<file path="src/include/pfmx_defs.vh">
// constants for the port f low pin mux and port g direction block
`ifndef PFMX_DEFS_VH
`define PFMX_DEFS_VH

// register byte offsets
`define PFMX_OFF_FUNC_SEL 4'h0
`define PFMX_OFF_PG_DIR 4'h4
`define PFMX_OFF_PF_DIR 4'h8
`define PFMX_OFF_STATUS 4'hC

// register selector codes
`define PFMX_SEL_NONE 3'h0
`define PFMX_SEL_FUNC 3'h1
`define PFMX_SEL_PGDIR 3'h2
`define PFMX_SEL_PFDIR 3'h3
`define PFMX_SEL_STAT 3'h4

// reset values and writable masks
`define PFMX_FUNC_RESET 16'h5000
`define PFMX_FUNC_WMASK 16'h5D55
`define PFMX_PG_DIR_RESET 4'h0
`define PFMX_PF_DIR_RESET 8'h00

// field positions in the function select register
`define PFMX_BIT7_POS 14
`define PFMX_BIT6_POS 12
`define PFMX_BIT5_LO_POS 10

// operating modes
`define PFMX_MODE_EXP_NOROM 2'h0
`define PFMX_MODE_EXP_ROM 2'h1
`define PFMX_MODE_SINGLE 2'h2

// pin function codes
`define PFMX_FN_GPIO 2'h0
`define PFMX_FN_ADDR 2'h1
`define PFMX_FN_STROBE 2'h2
`define PFMX_FN_POD 2'h3

// bus responses
`define PFMX_RESP_OKAY 2'h0
`define PFMX_RESP_SLVERR 2'h2

`endif

</file>
<file path="src/pfmx_pin_decode.v">
// function decode for one port f low pin
`timescale 1ns/10ps
`default_nettype none
`include "pfmx_defs.vh"

module pfmx_pin_decode #(
   parameter PIN = 0
) (
   // operating mode and mode field
   input wire [1:0] op_mode,
   input wire [1:0] md,
   // decoded function
   output reg [1:0] fn
);

   wire expanded;

   assign expanded = (op_mode == `PFMX_MODE_EXP_NOROM) || (op_mode == `PFMX_MODE_EXP_ROM);

   always @*
   begin
      fn = `PFMX_FN_GPIO;
      if (PIN >= 6)
      begin
         if (expanded && md[0])
            fn = `PFMX_FN_STROBE;
      end
      else if (PIN == 5)
      begin
         case (op_mode)
            `PFMX_MODE_EXP_NOROM:
            begin
               if (md != 2'h3)
                  fn = `PFMX_FN_ADDR;
            end
            `PFMX_MODE_EXP_ROM:
            begin
               if (md == 2'h1)
                  fn = `PFMX_FN_ADDR;
               else if (md == 2'h2)
                  fn = `PFMX_FN_POD;
            end
            default:
            begin
               if (md == 2'h2)
                  fn = `PFMX_FN_POD;
            end
         endcase
      end
      else
      begin
         case (op_mode)
            `PFMX_MODE_EXP_NOROM: fn = `PFMX_FN_ADDR;
            `PFMX_MODE_EXP_ROM: fn = md[0] ? `PFMX_FN_ADDR : `PFMX_FN_GPIO;
            default: fn = `PFMX_FN_GPIO;
         endcase
      end
   end

endmodule
`default_nettype wire

</file>
<file path="src/pfmx_axil_slave.v">
// axi4-lite slave front end, one write and one read at a time
`timescale 1ns/10ps
`default_nettype none
`include "pfmx_defs.vh"

module pfmx_axil_slave (
   // clock and reset
   input wire aclk,
   input wire aresetn,
   // write address and data
   input wire [3:0] s_axi_awaddr,
   input wire s_axi_awvalid,
   output reg s_axi_awready,
   input wire [31:0] s_axi_wdata,
   input wire [3:0] s_axi_wstrb,
   input wire s_axi_wvalid,
   output reg s_axi_wready,
   // write response
   output reg [1:0] s_axi_bresp,
   output reg s_axi_bvalid,
   input wire s_axi_bready,
   // read address and data
   input wire [3:0] s_axi_araddr,
   input wire s_axi_arvalid,
   output reg s_axi_arready,
   output reg [31:0] s_axi_rdata,
   output reg [1:0] s_axi_rresp,
   output reg s_axi_rvalid,
   input wire s_axi_rready,
   // register file side
   output wire wr_en,
   output reg [3:0] wr_addr,
   output reg [31:0] wr_data,
   output reg [3:0] wr_strb,
   input wire wr_ok,
   output wire rd_en,
   input wire [31:0] rd_data,
   input wire rd_ok
);

   reg aw_have_reg;
   reg w_have_reg;
   wire aw_take;
   wire w_take;
   wire aw_have_next;
   wire w_have_next;
   wire bvalid_next;
   wire rvalid_next;

   assign aw_take = s_axi_awvalid & s_axi_awready;
   assign w_take = s_axi_wvalid & s_axi_wready;
   // write happens once both halves are held, in whichever order they came
   assign wr_en = aw_have_reg & w_have_reg & ~s_axi_bvalid;
   assign aw_have_next = aw_take | (aw_have_reg & ~wr_en);
   assign w_have_next = w_take | (w_have_reg & ~wr_en);
   assign bvalid_next = wr_en | (s_axi_bvalid & ~s_axi_bready);
   assign rd_en = s_axi_arvalid & s_axi_arready;
   assign rvalid_next = rd_en | (s_axi_rvalid & ~s_axi_rready);

   always @(posedge aclk)
   begin
      if (!aresetn)
      begin
         aw_have_reg <= 1'b0;
         w_have_reg <= 1'b0;
         s_axi_awready <= 1'b0;
         s_axi_wready <= 1'b0;
         s_axi_bvalid <= 1'b0;
         s_axi_bresp <= `PFMX_RESP_OKAY;
         wr_addr <= 4'h0;
         wr_data <= 32'h00000000;
         wr_strb <= 4'h0;
         s_axi_arready <= 1'b0;
         s_axi_rvalid <= 1'b0;
         s_axi_rdata <= 32'h00000000;
         s_axi_rresp <= `PFMX_RESP_OKAY;
      end
      else
      begin
         aw_have_reg <= aw_have_next;
         w_have_reg <= w_have_next;
         s_axi_awready <= ~aw_have_next & ~bvalid_next;
         s_axi_wready <= ~w_have_next & ~bvalid_next;
         s_axi_bvalid <= bvalid_next;
         if (aw_take)
            wr_addr <= s_axi_awaddr;
         if (w_take)
         begin
            wr_data <= s_axi_wdata;
            wr_strb <= s_axi_wstrb;
         end
         if (wr_en)
            s_axi_bresp <= wr_ok ? `PFMX_RESP_OKAY : `PFMX_RESP_SLVERR;
         s_axi_arready <= ~rvalid_next;
         s_axi_rvalid <= rvalid_next;
         if (rd_en)
         begin
            s_axi_rdata <= rd_ok ? rd_data : 32'h00000000;
            s_axi_rresp <= rd_ok ? `PFMX_RESP_OKAY : `PFMX_RESP_SLVERR;
         end
      end
   end

endmodule
`default_nettype wire

</file>
<file path="src/pfmx_top.v">
// port f low function select, port f/g direction and pin mux
//
// The AXI4-Lite slave port and the address map were left to the implementer.
`timescale 1ns/10ps
`default_nettype none
`include "pfmx_defs.vh"

module pfmx_top (
   // clock and reset
   input wire aclk,
   input wire aresetn,
   // reset cause and standby
   input wire reset_by_watchdog,
   input wire hw_standby,
   // operating mode pins
   input wire [1:0] mode_pins,
   // axi4-lite write address and data
   input wire [3:0] s_axi_awaddr,
   input wire s_axi_awvalid,
   output wire s_axi_awready,
   input wire [31:0] s_axi_wdata,
   input wire [3:0] s_axi_wstrb,
   input wire s_axi_wvalid,
   output wire s_axi_wready,
   // axi4-lite write response
   output wire [1:0] s_axi_bresp,
   output wire s_axi_bvalid,
   input wire s_axi_bready,
   // axi4-lite read
   input wire [3:0] s_axi_araddr,
   input wire s_axi_arvalid,
   output wire s_axi_arready,
   output wire [31:0] s_axi_rdata,
   output wire [1:0] s_axi_rresp,
   output wire s_axi_rvalid,
   input wire s_axi_rready,
   // on-chip sources for port f pins
   input wire [7:0] pf_out_data,
   input wire [5:0] ext_addr_hi,
   input wire upper_write_strobe,
   input wire lower_write_strobe,
   // port f pins
   input wire [7:0] pf_pin_in,
   output reg [7:0] pf_pin_out,
   output reg [7:0] pf_pin_oe_n,
   // port f results
   output reg [7:0] pf_gpio_in,
   output reg port_output_disable_in_n,
   // port g
   input wire [3:0] pg_gpio_sel,
   input wire [3:0] pg_out_data,
   input wire [3:0] pg_pin_in,
   output reg [3:0] pg_pin_out,
   output reg [3:0] pg_pin_oe_n,
   output reg [3:0] pg_gpio_in
);

   // register state
   reg [15:0] port_f_low_function_select_reg;
   reg [3:0] port_g_direction_reg;
   reg [7:0] port_f_direction_reg;
   reg [1:0] op_mode_reg;
   wire [15:0] port_f_low_function_select_next;
   wire [3:0] port_g_direction_next;
   wire [7:0] port_f_direction_next;
   wire clear_regs;

   // bus side
   wire wr_en;
   wire [3:0] wr_addr;
   wire [31:0] wr_data;
   wire [3:0] wr_strb;
   wire rd_en;
   reg [31:0] rd_data;
   wire [2:0] wr_sel;
   wire [2:0] rd_sel;
   wire wr_ok;
   wire rd_ok;

   // decoded functions
   wire [15:0] pin_fn;
   wire [7:0] pf_out_next;
   wire [7:0] pf_oe_n_next;

   function [2:0] reg_select;
      input [3:0] addr;
      begin
         case (addr)
            `PFMX_OFF_FUNC_SEL: reg_select = `PFMX_SEL_FUNC;
            `PFMX_OFF_PG_DIR: reg_select = `PFMX_SEL_PGDIR;
            `PFMX_OFF_PF_DIR: reg_select = `PFMX_SEL_PFDIR;
            `PFMX_OFF_STATUS: reg_select = `PFMX_SEL_STAT;
            default: reg_select = `PFMX_SEL_NONE;
         endcase
      end
   endfunction

   function [15:0] merge_lanes;
      input [15:0] old_val;
      input [15:0] new_val;
      input [1:0] strb;
      begin
         merge_lanes[7:0] = strb[0] ? new_val[7:0] : old_val[7:0];
         merge_lanes[15:8] = strb[1] ? new_val[15:8] : old_val[15:8];
      end
   endfunction

   pfmx_axil_slave u_bus (
      .aclk(aclk),
      .aresetn(aresetn),
      .s_axi_awaddr(s_axi_awaddr),
      .s_axi_awvalid(s_axi_awvalid),
      .s_axi_awready(s_axi_awready),
      .s_axi_wdata(s_axi_wdata),
      .s_axi_wstrb(s_axi_wstrb),
      .s_axi_wvalid(s_axi_wvalid),
      .s_axi_wready(s_axi_wready),
      .s_axi_bresp(s_axi_bresp),
      .s_axi_bvalid(s_axi_bvalid),
      .s_axi_bready(s_axi_bready),
      .s_axi_araddr(s_axi_araddr),
      .s_axi_arvalid(s_axi_arvalid),
      .s_axi_arready(s_axi_arready),
      .s_axi_rdata(s_axi_rdata),
      .s_axi_rresp(s_axi_rresp),
      .s_axi_rvalid(s_axi_rvalid),
      .s_axi_rready(s_axi_rready),
      .wr_en(wr_en),
      .wr_addr(wr_addr),
      .wr_data(wr_data),
      .wr_strb(wr_strb),
      .wr_ok(wr_ok),
      .rd_en(rd_en),
      .rd_data(rd_data),
      .rd_ok(rd_ok)
   );

   assign wr_sel = reg_select(wr_addr);
   assign rd_sel = reg_select(s_axi_araddr);
   // status is read-only, so a write to it is refused
   assign wr_ok = (wr_sel != `PFMX_SEL_NONE) && (wr_sel != `PFMX_SEL_STAT);
   assign rd_ok = (rd_sel != `PFMX_SEL_NONE);

   // reserved bits never store, so they always read zero
   assign port_f_low_function_select_next = merge_lanes(port_f_low_function_select_reg,
      wr_data[15:0], wr_strb[1:0]) & `PFMX_FUNC_WMASK;
   assign port_g_direction_next = wr_strb[0] ? wr_data[3:0] : port_g_direction_reg;
   assign port_f_direction_next = wr_strb[0] ? wr_data[7:0] : port_f_direction_reg;

   // a watchdog-caused reset leaves the settings alone; standby always clears
   assign clear_regs = (~aresetn & ~reset_by_watchdog) | hw_standby;

   always @(posedge aclk)
   begin
      if (clear_regs)
      begin
         port_f_low_function_select_reg <= `PFMX_FUNC_RESET;
         port_g_direction_reg <= `PFMX_PG_DIR_RESET;
         port_f_direction_reg <= `PFMX_PF_DIR_RESET;
      end
      else if (wr_en && aresetn)
      begin
         if (wr_sel == `PFMX_SEL_FUNC)
            port_f_low_function_select_reg <= port_f_low_function_select_next;
         if (wr_sel == `PFMX_SEL_PGDIR)
            port_g_direction_reg <= port_g_direction_next;
         if (wr_sel == `PFMX_SEL_PFDIR)
            port_f_direction_reg <= port_f_direction_next;
      end
   end

   // mode pins are static; they are caught while reset is held
   always @(posedge aclk)
   begin
      if (!aresetn)
         op_mode_reg <= mode_pins;
   end

   always @*
   begin
      rd_data = 32'h00000000;
      case (rd_sel)
         `PFMX_SEL_FUNC: rd_data[15:0] = port_f_low_function_select_reg;
         `PFMX_SEL_PGDIR: rd_data[3:0] = port_g_direction_reg;
         `PFMX_SEL_PFDIR: rd_data[7:0] = port_f_direction_reg;
         `PFMX_SEL_STAT:
         begin
            rd_data[1:0] = op_mode_reg;
            rd_data[23:8] = pin_fn;
         end
         default: rd_data = 32'h00000000;
      endcase
   end

   genvar gi;
   generate
      for (gi = 0; gi < 8; gi = gi + 1)
      begin : g_pf
         wire [1:0] md;
         wire [1:0] fn;
         wire addr_bit;
         wire strobe_bit;
         // one driver per bit: each lane keeps its own variables
         reg out_bit;
         reg oe_n_bit;

         if (gi == 5)
         begin : g_wide
            assign md = port_f_low_function_select_reg[`PFMX_BIT5_LO_POS + 1:`PFMX_BIT5_LO_POS];
         end
         else
         begin : g_narrow
            assign md = {1'b0, port_f_low_function_select_reg[2 * gi]};
         end

         if (gi < 6)
         begin : g_addr
            assign addr_bit = ext_addr_hi[gi];
            assign strobe_bit = 1'b1;
         end
         else
         begin : g_strobe
            assign addr_bit = 1'b0;
            assign strobe_bit = (gi == 7) ? upper_write_strobe : lower_write_strobe;
         end

         pfmx_pin_decode #(
            .PIN(gi)
         ) u_dec (
            .op_mode(op_mode_reg),
            .md(md),
            .fn(fn)
         );

         assign pin_fn[2 * gi + 1:2 * gi] = fn;

         always @*
         begin
            case (fn)
               `PFMX_FN_ADDR:
               begin
                  out_bit = addr_bit;
                  oe_n_bit = 1'b0;
               end
               `PFMX_FN_STROBE:
               begin
                  out_bit = strobe_bit;
                  oe_n_bit = 1'b0;
               end
               `PFMX_FN_POD:
               begin
                  out_bit = 1'b0;
                  oe_n_bit = 1'b1;
               end
               default:
               begin
                  out_bit = pf_out_data[gi];
                  oe_n_bit = ~port_f_direction_reg[gi];
               end
            endcase
         end

         assign pf_out_next[gi] = out_bit;
         assign pf_oe_n_next[gi] = oe_n_bit;
      end
   endgenerate

   // pins are registered: one cycle from a source change to the pad
   always @(posedge aclk)
   begin
      if (!aresetn)
      begin
         pf_pin_out <= 8'h00;
         pf_pin_oe_n <= 8'hFF;
         pf_gpio_in <= 8'h00;
         port_output_disable_in_n <= 1'b1;
         pg_pin_out <= 4'h0;
         pg_pin_oe_n <= 4'hF;
         pg_gpio_in <= 4'h0;
      end
      else
      begin
         pf_pin_out <= pf_out_next;
         pf_pin_oe_n <= pf_oe_n_next;
         pf_gpio_in <= pf_pin_in;
         // the disable input idles inactive when pin 5 has another use
         if (pin_fn[11:10] == `PFMX_FN_POD)
            port_output_disable_in_n <= pf_pin_in[5];
         else
            port_output_disable_in_n <= 1'b1;
         pg_pin_out <= pg_out_data;
         // a pin given to another function never drives from here
         pg_pin_oe_n <= ~(port_g_direction_reg & pg_gpio_sel);
         pg_gpio_in <= pg_pin_in;
      end
   end

endmodule
`default_nettype wire

</file>
<file path="config.mk">
export PLATFORM = sky130hd
export DESIGN_NAME = pfmx_top
export DESIGN_NICKNAME = d
export VERILOG_FILES = /design/src/pfmx_pin_decode.v /design/src/pfmx_axil_slave.v /design/src/pfmx_top.v
export VERILOG_INCLUDE_DIRS = /design/src /design/src/include
export SDC_FILE = /design/constraint.sdc
export NUM_CORES = 1
export LEC_CHECK = 0
export ABC_AREA = 1
export BUFFER_PORTS_ARGS = -buffer_cell sky130_fd_sc_hd__buf_2
export CORE_UTILIZATION = 40
export DETAILED_ROUTE_END_ITERATION = 8
export HOLD_SLACK_MARGIN = 0.1
export PLACE_DENSITY = 0.65
export SLEW_MARGIN = 20
export SYNTH_ARGS = -nofsm -noshare
export SYNTH_HDL_FRONTEND = slang
export SYNTH_SLANG_ARGS = --single-unit
</file>
<file path="constraint.sdc">
create_clock -name aclk -period 2.7 [get_ports aclk]
set_input_delay 0 -clock aclk [delete_from_list [all_inputs] [get_ports aclk]]
set_output_delay 0 -clock aclk [all_outputs]
set_load 0.05 [all_outputs]
</file>
Word-level counts from Yosys, hierarchy flattened
Index checks and enable logic that the tools add are counted.
{"block": "classes", "n_addsub": 0, "mul": 0, "n_div": 0, "order_cmp": 0, "eq_ne": 42, "shifts": 0, "muxes": 42, "bitwise": 37, "n_reduce_logical": 25}
{"cell": "== test 2 bit (second input constant)", "n": 17}
{"cell": "two-way mux 24 bit", "n": 1}
{"cell": "one-hot mux 2 bit (2 select lines)", "n": 6}
{"cell": "one-hot mux 3 bit (4 select lines)", "n": 2}
{"cell": "== test 2 x 1 -> 1 bit (second input constant)", "n": 10}
{"cell": "one-hot mux 1 bit (2 select lines)", "n": 10}
{"cell": "OR reduction 2 bit", "n": 10}
{"cell": "inverter 1 bit", "n": 18}
{"cell": "one-hot mux 1 bit (3 select lines)", "n": 6}
{"cell": "== test 4 bit (second input constant)", "n": 4}
{"cell": "one-hot mux 8 bit (2 select lines)", "n": 1}
{"cell": "bitwise AND 1 bit", "n": 12}
{"cell": "== test 3 x 2 -> 1 bit (second input constant)", "n": 4}
{"cell": "two-way mux 2 bit", "n": 6}
{"cell": "AND reduction 3 bit", "n": 4}
{"cell": "== test 4 x 3 -> 1 bit (second input constant)", "n": 2}
{"cell": "logical NOT 4 bit", "n": 2}
{"cell": "two-way mux 8 bit", "n": 1}
{"cell": "one-hot mux 2 bit (4 select lines)", "n": 1}
{"cell": "one-hot mux 4 bit (2 select lines)", "n": 1}
{"cell": "== test 3 x 1 -> 1 bit (second input constant)", "n": 2}
{"cell": "two-way mux 1 bit", "n": 6}
{"cell": "one-hot mux 2 bit (3 select lines)", "n": 1}
{"cell": "nonzero test 3 bit", "n": 2}
{"cell": "10 further kinds", "n": 17}
{"block": "word_totals", "ff_bits": 124, "latchBits": 0, "mem_bits_rw": 0, "romBits": 0, "input_bits": 91, "out_inout_bits": 78, "elab_cells": 171, "memories": 0}

Depth between registers and ports, before layout
{"block": "depth", "word_depth": 7, "ltp_mapped": 10, "depth_no_buf": 10}

Modules after synthesis
Synthesis repeated with hierarchy kept, for this count alone.
{"block": "unflattened", "hier_cells": 822, "hier_area_um2": 6194.7}
{"module": "pfmx_axil_slave", "instances": 1, "cells_each": 427, "area_each_um2": 3448.3, "seq_area_each_um2": 1621.6}
{"module": "pfmx_top", "instances": 1, "cells_each": 354, "area_each_um2": 2507.4, "seq_area_each_um2": 1221.2}
{"module": "pfmx_pin_decode (g_pf[0].u_dec ...)", "instances": 5, "cells_each": 4, "area_each_um2": 23.8, "seq_area_each_um2": 0.0}
{"module": "pfmx_pin_decode (g_pf[5].u_dec)", "instances": 1, "cells_each": 13, "area_each_um2": 77.6, "seq_area_each_um2": 0.0}
{"module": "pfmx_pin_decode (g_pf[6].u_dec ...)", "instances": 2, "cells_each": 4, "area_each_um2": 21.3, "seq_area_each_um2": 0.0}

Worst setup path before layout
No wires, ideal clock.
{"block": "synth_timing", "path_kind": "reg-to-reg", "startpoint": "register u_bus.s_axi_arready", "endpoint": "register u_bus.s_axi_rdata[10]", "setup_time_ps": 70, "arrival_time_ps": 1498, "required_ps": 2630, "setup_slack_ps": 1131, "stages_incl_launch_ff": 6, "n_path_buf": 1, "period_less_slack_ps": 1569, "cell_sequence": "dfxtp_1 -> nand2_1 -> clkinv_1 -> clkbuf_1 -> nand2_1 -> a21oi_1"}
{"block": "synth_via", "elab_chain_cells": 1}
{"item": "from (decl)", "line_no": "pfmx_axil_slave.v:25", "text": "output reg s_axi_arready,"}
{"item": "from (signal assigned)", "line_no": "pfmx_axil_slave.v:94", "text": "s_axi_arready <= ~rvalid_next;"}
{"item": "bitwise AND 1 bit", "line_no": "pfmx_axil_slave.v:57", "text": "assign rd_en = s_axi_arvalid & s_axi_arready;"}
{"item": "to (signal assigned)", "line_no": "pfmx_axil_slave.v:98", "text": "s_axi_rdata <= rd_ok ? rd_data : 32'h00000000;"}
{"item": "to (decl)", "line_no": "pfmx_axil_slave.v:26", "text": "output reg [31:0] s_axi_rdata,"}
Every way passes these cells.
A chain may end at the register's enable or synchronous reset.

Worst setup path after layout
{"block": "layout_timing", "startpoint": "register op_mode_reg[1]", "endpoint": "register pf_pin_out[5]"}
{"block": "layout_via", "elab_chain_cells": 4, "elab_cells_between_ends": 7, "classes_between": "eq/ne: 4; mux: 2; reduce/logical: 1"}
{"item": "from (decl)", "line_no": "pfmx_top.v:62", "text": "reg [1:0] op_mode_reg;"}
{"item": "from (signal assigned)", "line_no": "pfmx_top.v:176", "text": "op_mode_reg <= mode_pins;"}
{"item": "== test 2 x 1 -> 1 bit or logical NOT 2 bit (tied branches)", "line_no": "pfmx_pin_decode.v:30", "text": "case (op_mode)"}
{"item": "one-hot mux 2 bit (2 select lines) *", "line_no": "pfmx_pin_decode.v:30"}
{"item": "== test 2 bit or == test 2 x 1 -> 1 bit (tied branches)", "line_no": "pfmx_top.v:239", "text": "case (fn)"}
{"item": "one-hot mux 1 bit (3 select lines) *", "line_no": "pfmx_top.v:239"}
{"item": "to (signal assigned)", "line_no": "pfmx_top.v:283", "text": "pf_pin_out <= pf_out_next;"}
{"item": "to (decl)", "line_no": "pfmx_top.v:44", "text": "output reg [7:0] pf_pin_out,"}
Mark *: on every way between the ends. The rest lies on a longest branch, timed or not.

==> results.cfg <==
[placement]
detailed_place.area_mm2 = 0.00471
routabilityCongestion = 0.834
portbufs = 131
dpl.hpwl_mm = 6.75
placed_cells_incl_taps = 768

[run]
max_cap_viol_count = 0

[worst_setup_path]
start_kind = flip-flop
crit_start = op_mode_reg[1]
cp.arrival_ns = 2.31
worstPathMaxFanout = 7
worstPathRequired_ns = 2.96
criticalPathCategory = flip-flop to flip-flop
critical_path_capture_point_type = flip-flop
reg2reg_from = op_mode_reg[1]

[finish]
final_area_mm2 = 0.00573
layout.filler_cells = 860
antenna-diode-count = 0
final_instance_count_excl_fillers = 867
layout_cells_sized_above_1 = 0.211
post_synthesis_to_final_layout_area_growth_pct = 42.3
design.final.nets = 823
mostFrequentLayoutCell = sky130_fd_sc_hd__buf_2
final-seq-area_mm2 = 0.00214
leading_cell_types_in_the_layout_fill_and_taps_excluded = sky130_fd_sc_hd__buf_2 (131), sky130_fd_sc_hd__dfxtp_1 (104), sky130_fd_sc_hd__nand2_1 (89), sky130_fd_sc_hd__dlygate4sd3_1 (84), sky130_fd_sc_hd__nor2_1 (83)
largest_reg_flops = 18
multiInputGateArea_mm2 = 0.00150

[power]
power.ir.vdd_worst_uv = 251
powerDensity_mw_per_mm2 = 546
power_leakage_uw = 0.00278

[drt]
drt_iter0_drc = 158
ant_nets = 0
wl_per_instance_um = 11.4
first_pass_iters = 4
drc = 0
wl_mm = 9.89
detailroute.via_count = 3839
viasPerCell = 4.43

[timing]
finalWorstPathRequiredPeriod_ns = 2.05
final.setup.tns_ns = 0
grt_setup_unrepaired = false
slew_headroom = 0.482
setup_viol_count_final = 0
timing_hold_violations_final = 0
worst_margin_pin_slew_ns = 0.777
pins_over_slew_limit = 0
finalCritPeriodShare = 0.760
max_clock_freq_ghz = 0.487
finalClockSkew_ns = 0.0102

[synth]
mappedNetlistArea_mm2 = 0.00403
synth-simple-area-share = 0.228
yosys-mux-area-fraction = 0
post_synth_xor_area_fraction = 0
synth_seq_cells = 106
synth_compound_area_frac = 0.124
synth-warning-count = 0
syn_area_per_cell_um2 = 7.73
synth_top_family_by_area = simple AND/OR/NAND/NOR gates
yosys.cell_types.count = 24
syn_inst = 521
synth_sequential_area_ratio = 0.532
post_synth_fa_ha_maj_area_fraction = 0.00622

[min_path]
min_path_type = input pin to flip-flop
startpoint_of_the_worst_hold_path = s_axi_awvalid

[floorplanning]
rows = 36
ioPinCount = 169
design.die.area_mm2 = 0.0105
die_w_um = 102
floorplan.initialDensity = 0.412
floorplan.core_area_mm2 = 0.00977
die_height_um = 102

[cts]
clock_tree_from_tritoncts = built
cts-root-buf = sky130_fd_sc_hd__clkbuf_8
cts-root-to-sink-buffers = 2
clk_transition_reported_paths_ns = 0.09
postCtsResizedCells = 0
cts_inserted_buffers = 9
worst_skew_pair_later_pin_latency_ns = 0.37
clock_tree.htree_level_count = 3
clock_sink_count = 106

[status]
outcome = finished clean

[global_route]
grt_pass1_vias = 3517
globalRoute.totalOverflow = 0
grt_util_all_layers = 0.195
grt_first_pass_wirelength_mm = 15.9
grt_max_degree = 40
antenna_violations_before_repair = 0
## power breakdown
part / total (uW) / internal [uW] / switching (uW)
clock network: 887 / 382 / 505
logic: 569 / 203 / 366
registers: 1670 / 1640 / 35.6
total: 3130 / 2220 / 907
## cell type report
type	count	area share
Clock buffer	10	0.0260
Clock inverter	5	0.00502
Inverter	59	0.0386
Multi-Input combinational cell	336	0.262
Sequential cell	106	0.374
Tap cell	133	0.0290
Timing Repair Buffer	218	0.265
## logic make-up (layout without fill, tap and decap cells)
| logic type | count (synthesis) | after routing |
|---|---|---|
| other | 1 | 16 |
| and+or+nand+nor | 219 | 219 |
| DFF | 106 | 106 |
| buffers and inverters | 94 | 292 |
| AOI/OAI and AO/OA | 99 | 99 |
| adders and majority gates | 2 | 2 |
## through the flow
stage / total power [uW] / hold WS (ns) / worst slack, ns / utilization
after global placement: 2160 / 0.179 / 1.09 / 0.482
after detailed placement: 2170 / 0.179 / 1.07 / 0.482
after floorplan: 2060 / 0.0842 / 1.13 / -
after global routing: 3280 / 0.218 / 0.413 / 0.586
after CTS: 3150 / 0.141 / 0.668 / 0.586
final: 3130 / 0.153 / 0.647 / 0.586
## cells in the mapped netlist
cell type / n / area (um2)
sky130_fd_sc_hd__nor2_1: 83 / 312
sky130_fd_sc_hd__clkbuf_1: 12 / 45.0
sky130_fd_sc_hd__ha_1: 2 / 25.0
sky130_fd_sc_hd__nor3_4: 1 / 16.3
sky130_fd_sc_hd__nand4_4: 1 / 21.3
sky130_fd_sc_hd__conb_1: 1 / 3.75
sky130_fd_sc_hd__edfxtp_1: 2 / 60.1
sky130_fd_sc_hd__nor3_1: 5 / 25.0
sky130_fd_sc_hd__o22ai_1: 3 / 18.8
sky130_fd_sc_hd__a31oi_1: 1 / 6.26
sky130_fd_sc_hd__nand3_1: 36 / 180
sky130_fd_sc_hd__nor2_2: 1 / 6.26
sky130_fd_sc_hd__buf_4: 20 / 150
sky130_fd_sc_hd__clkinv_1: 1 / 3.75
sky130_fd_sc_hd__buf_1: 1 / 3.75
sky130_fd_sc_hd__o21ai_0: 56 / 280
sky130_fd_sc_hd__nand2_2: 2 / 12.5
sky130_fd_sc_hd__buf_6: 1 / 11.3
sky130_fd_sc_hd__nand2_1: 89 / 334
sky130_fd_sc_hd__a21oi_1: 39 / 195
sky130_fd_sc_hd__nor2_4: 1 / 11.3
sky130_fd_sc_hd__buf_2: 1 / 5.00
sky130_fd_sc_hd__dfxtp_1: 104 / 2080
sky130_fd_sc_hd__inv_1: 58 / 218
## critical path, stage by stage (launching register included)
cell	delay, ns
sky130_fd_sc_hd__edfxtp_1	0.53
sky130_fd_sc_hd__inv_1	0.20
sky130_fd_sc_hd__nand2_1	0.12
sky130_fd_sc_hd__o21ai_0	0.26
sky130_fd_sc_hd__inv_1	0.09
sky130_fd_sc_hd__o21ai_0	0.15
sky130_fd_sc_hd__nor2_1	0.06
sky130_fd_sc_hd__dlygate4sd3_1	0.55
## path summary, 6_finish.rpt
kind / endpoint / depth (start not counted) / slack (ns)
hold / removal: u_bus.wr_addr[0] / 5 / 0.15
hold reg to reg: pg_pin_oe_n[2] / 1 / 0.44
setup / recovery: pf_pin_out[5] / 7 / 0.65
setup reg to reg: pf_pin_out[5] / 7 / 0.65
## timing repair
action	CTS	global route
buffers inserted	0	0
endpoints found under the setup margin	0	0
hold buffers	84	0
endpoints found under the hold margin	79	0
## per-layer routing
layer,GRT usage,share of wire,vias up
met3,0.0417,0.050,20
met2,0.339,0.48,114
met4,0.0857,0.027,0
met1,0.231,0.44,1666
met5,0,0,-
li1,-,-,2039
No activity file was read; power rests on OpenSTA's default activity.
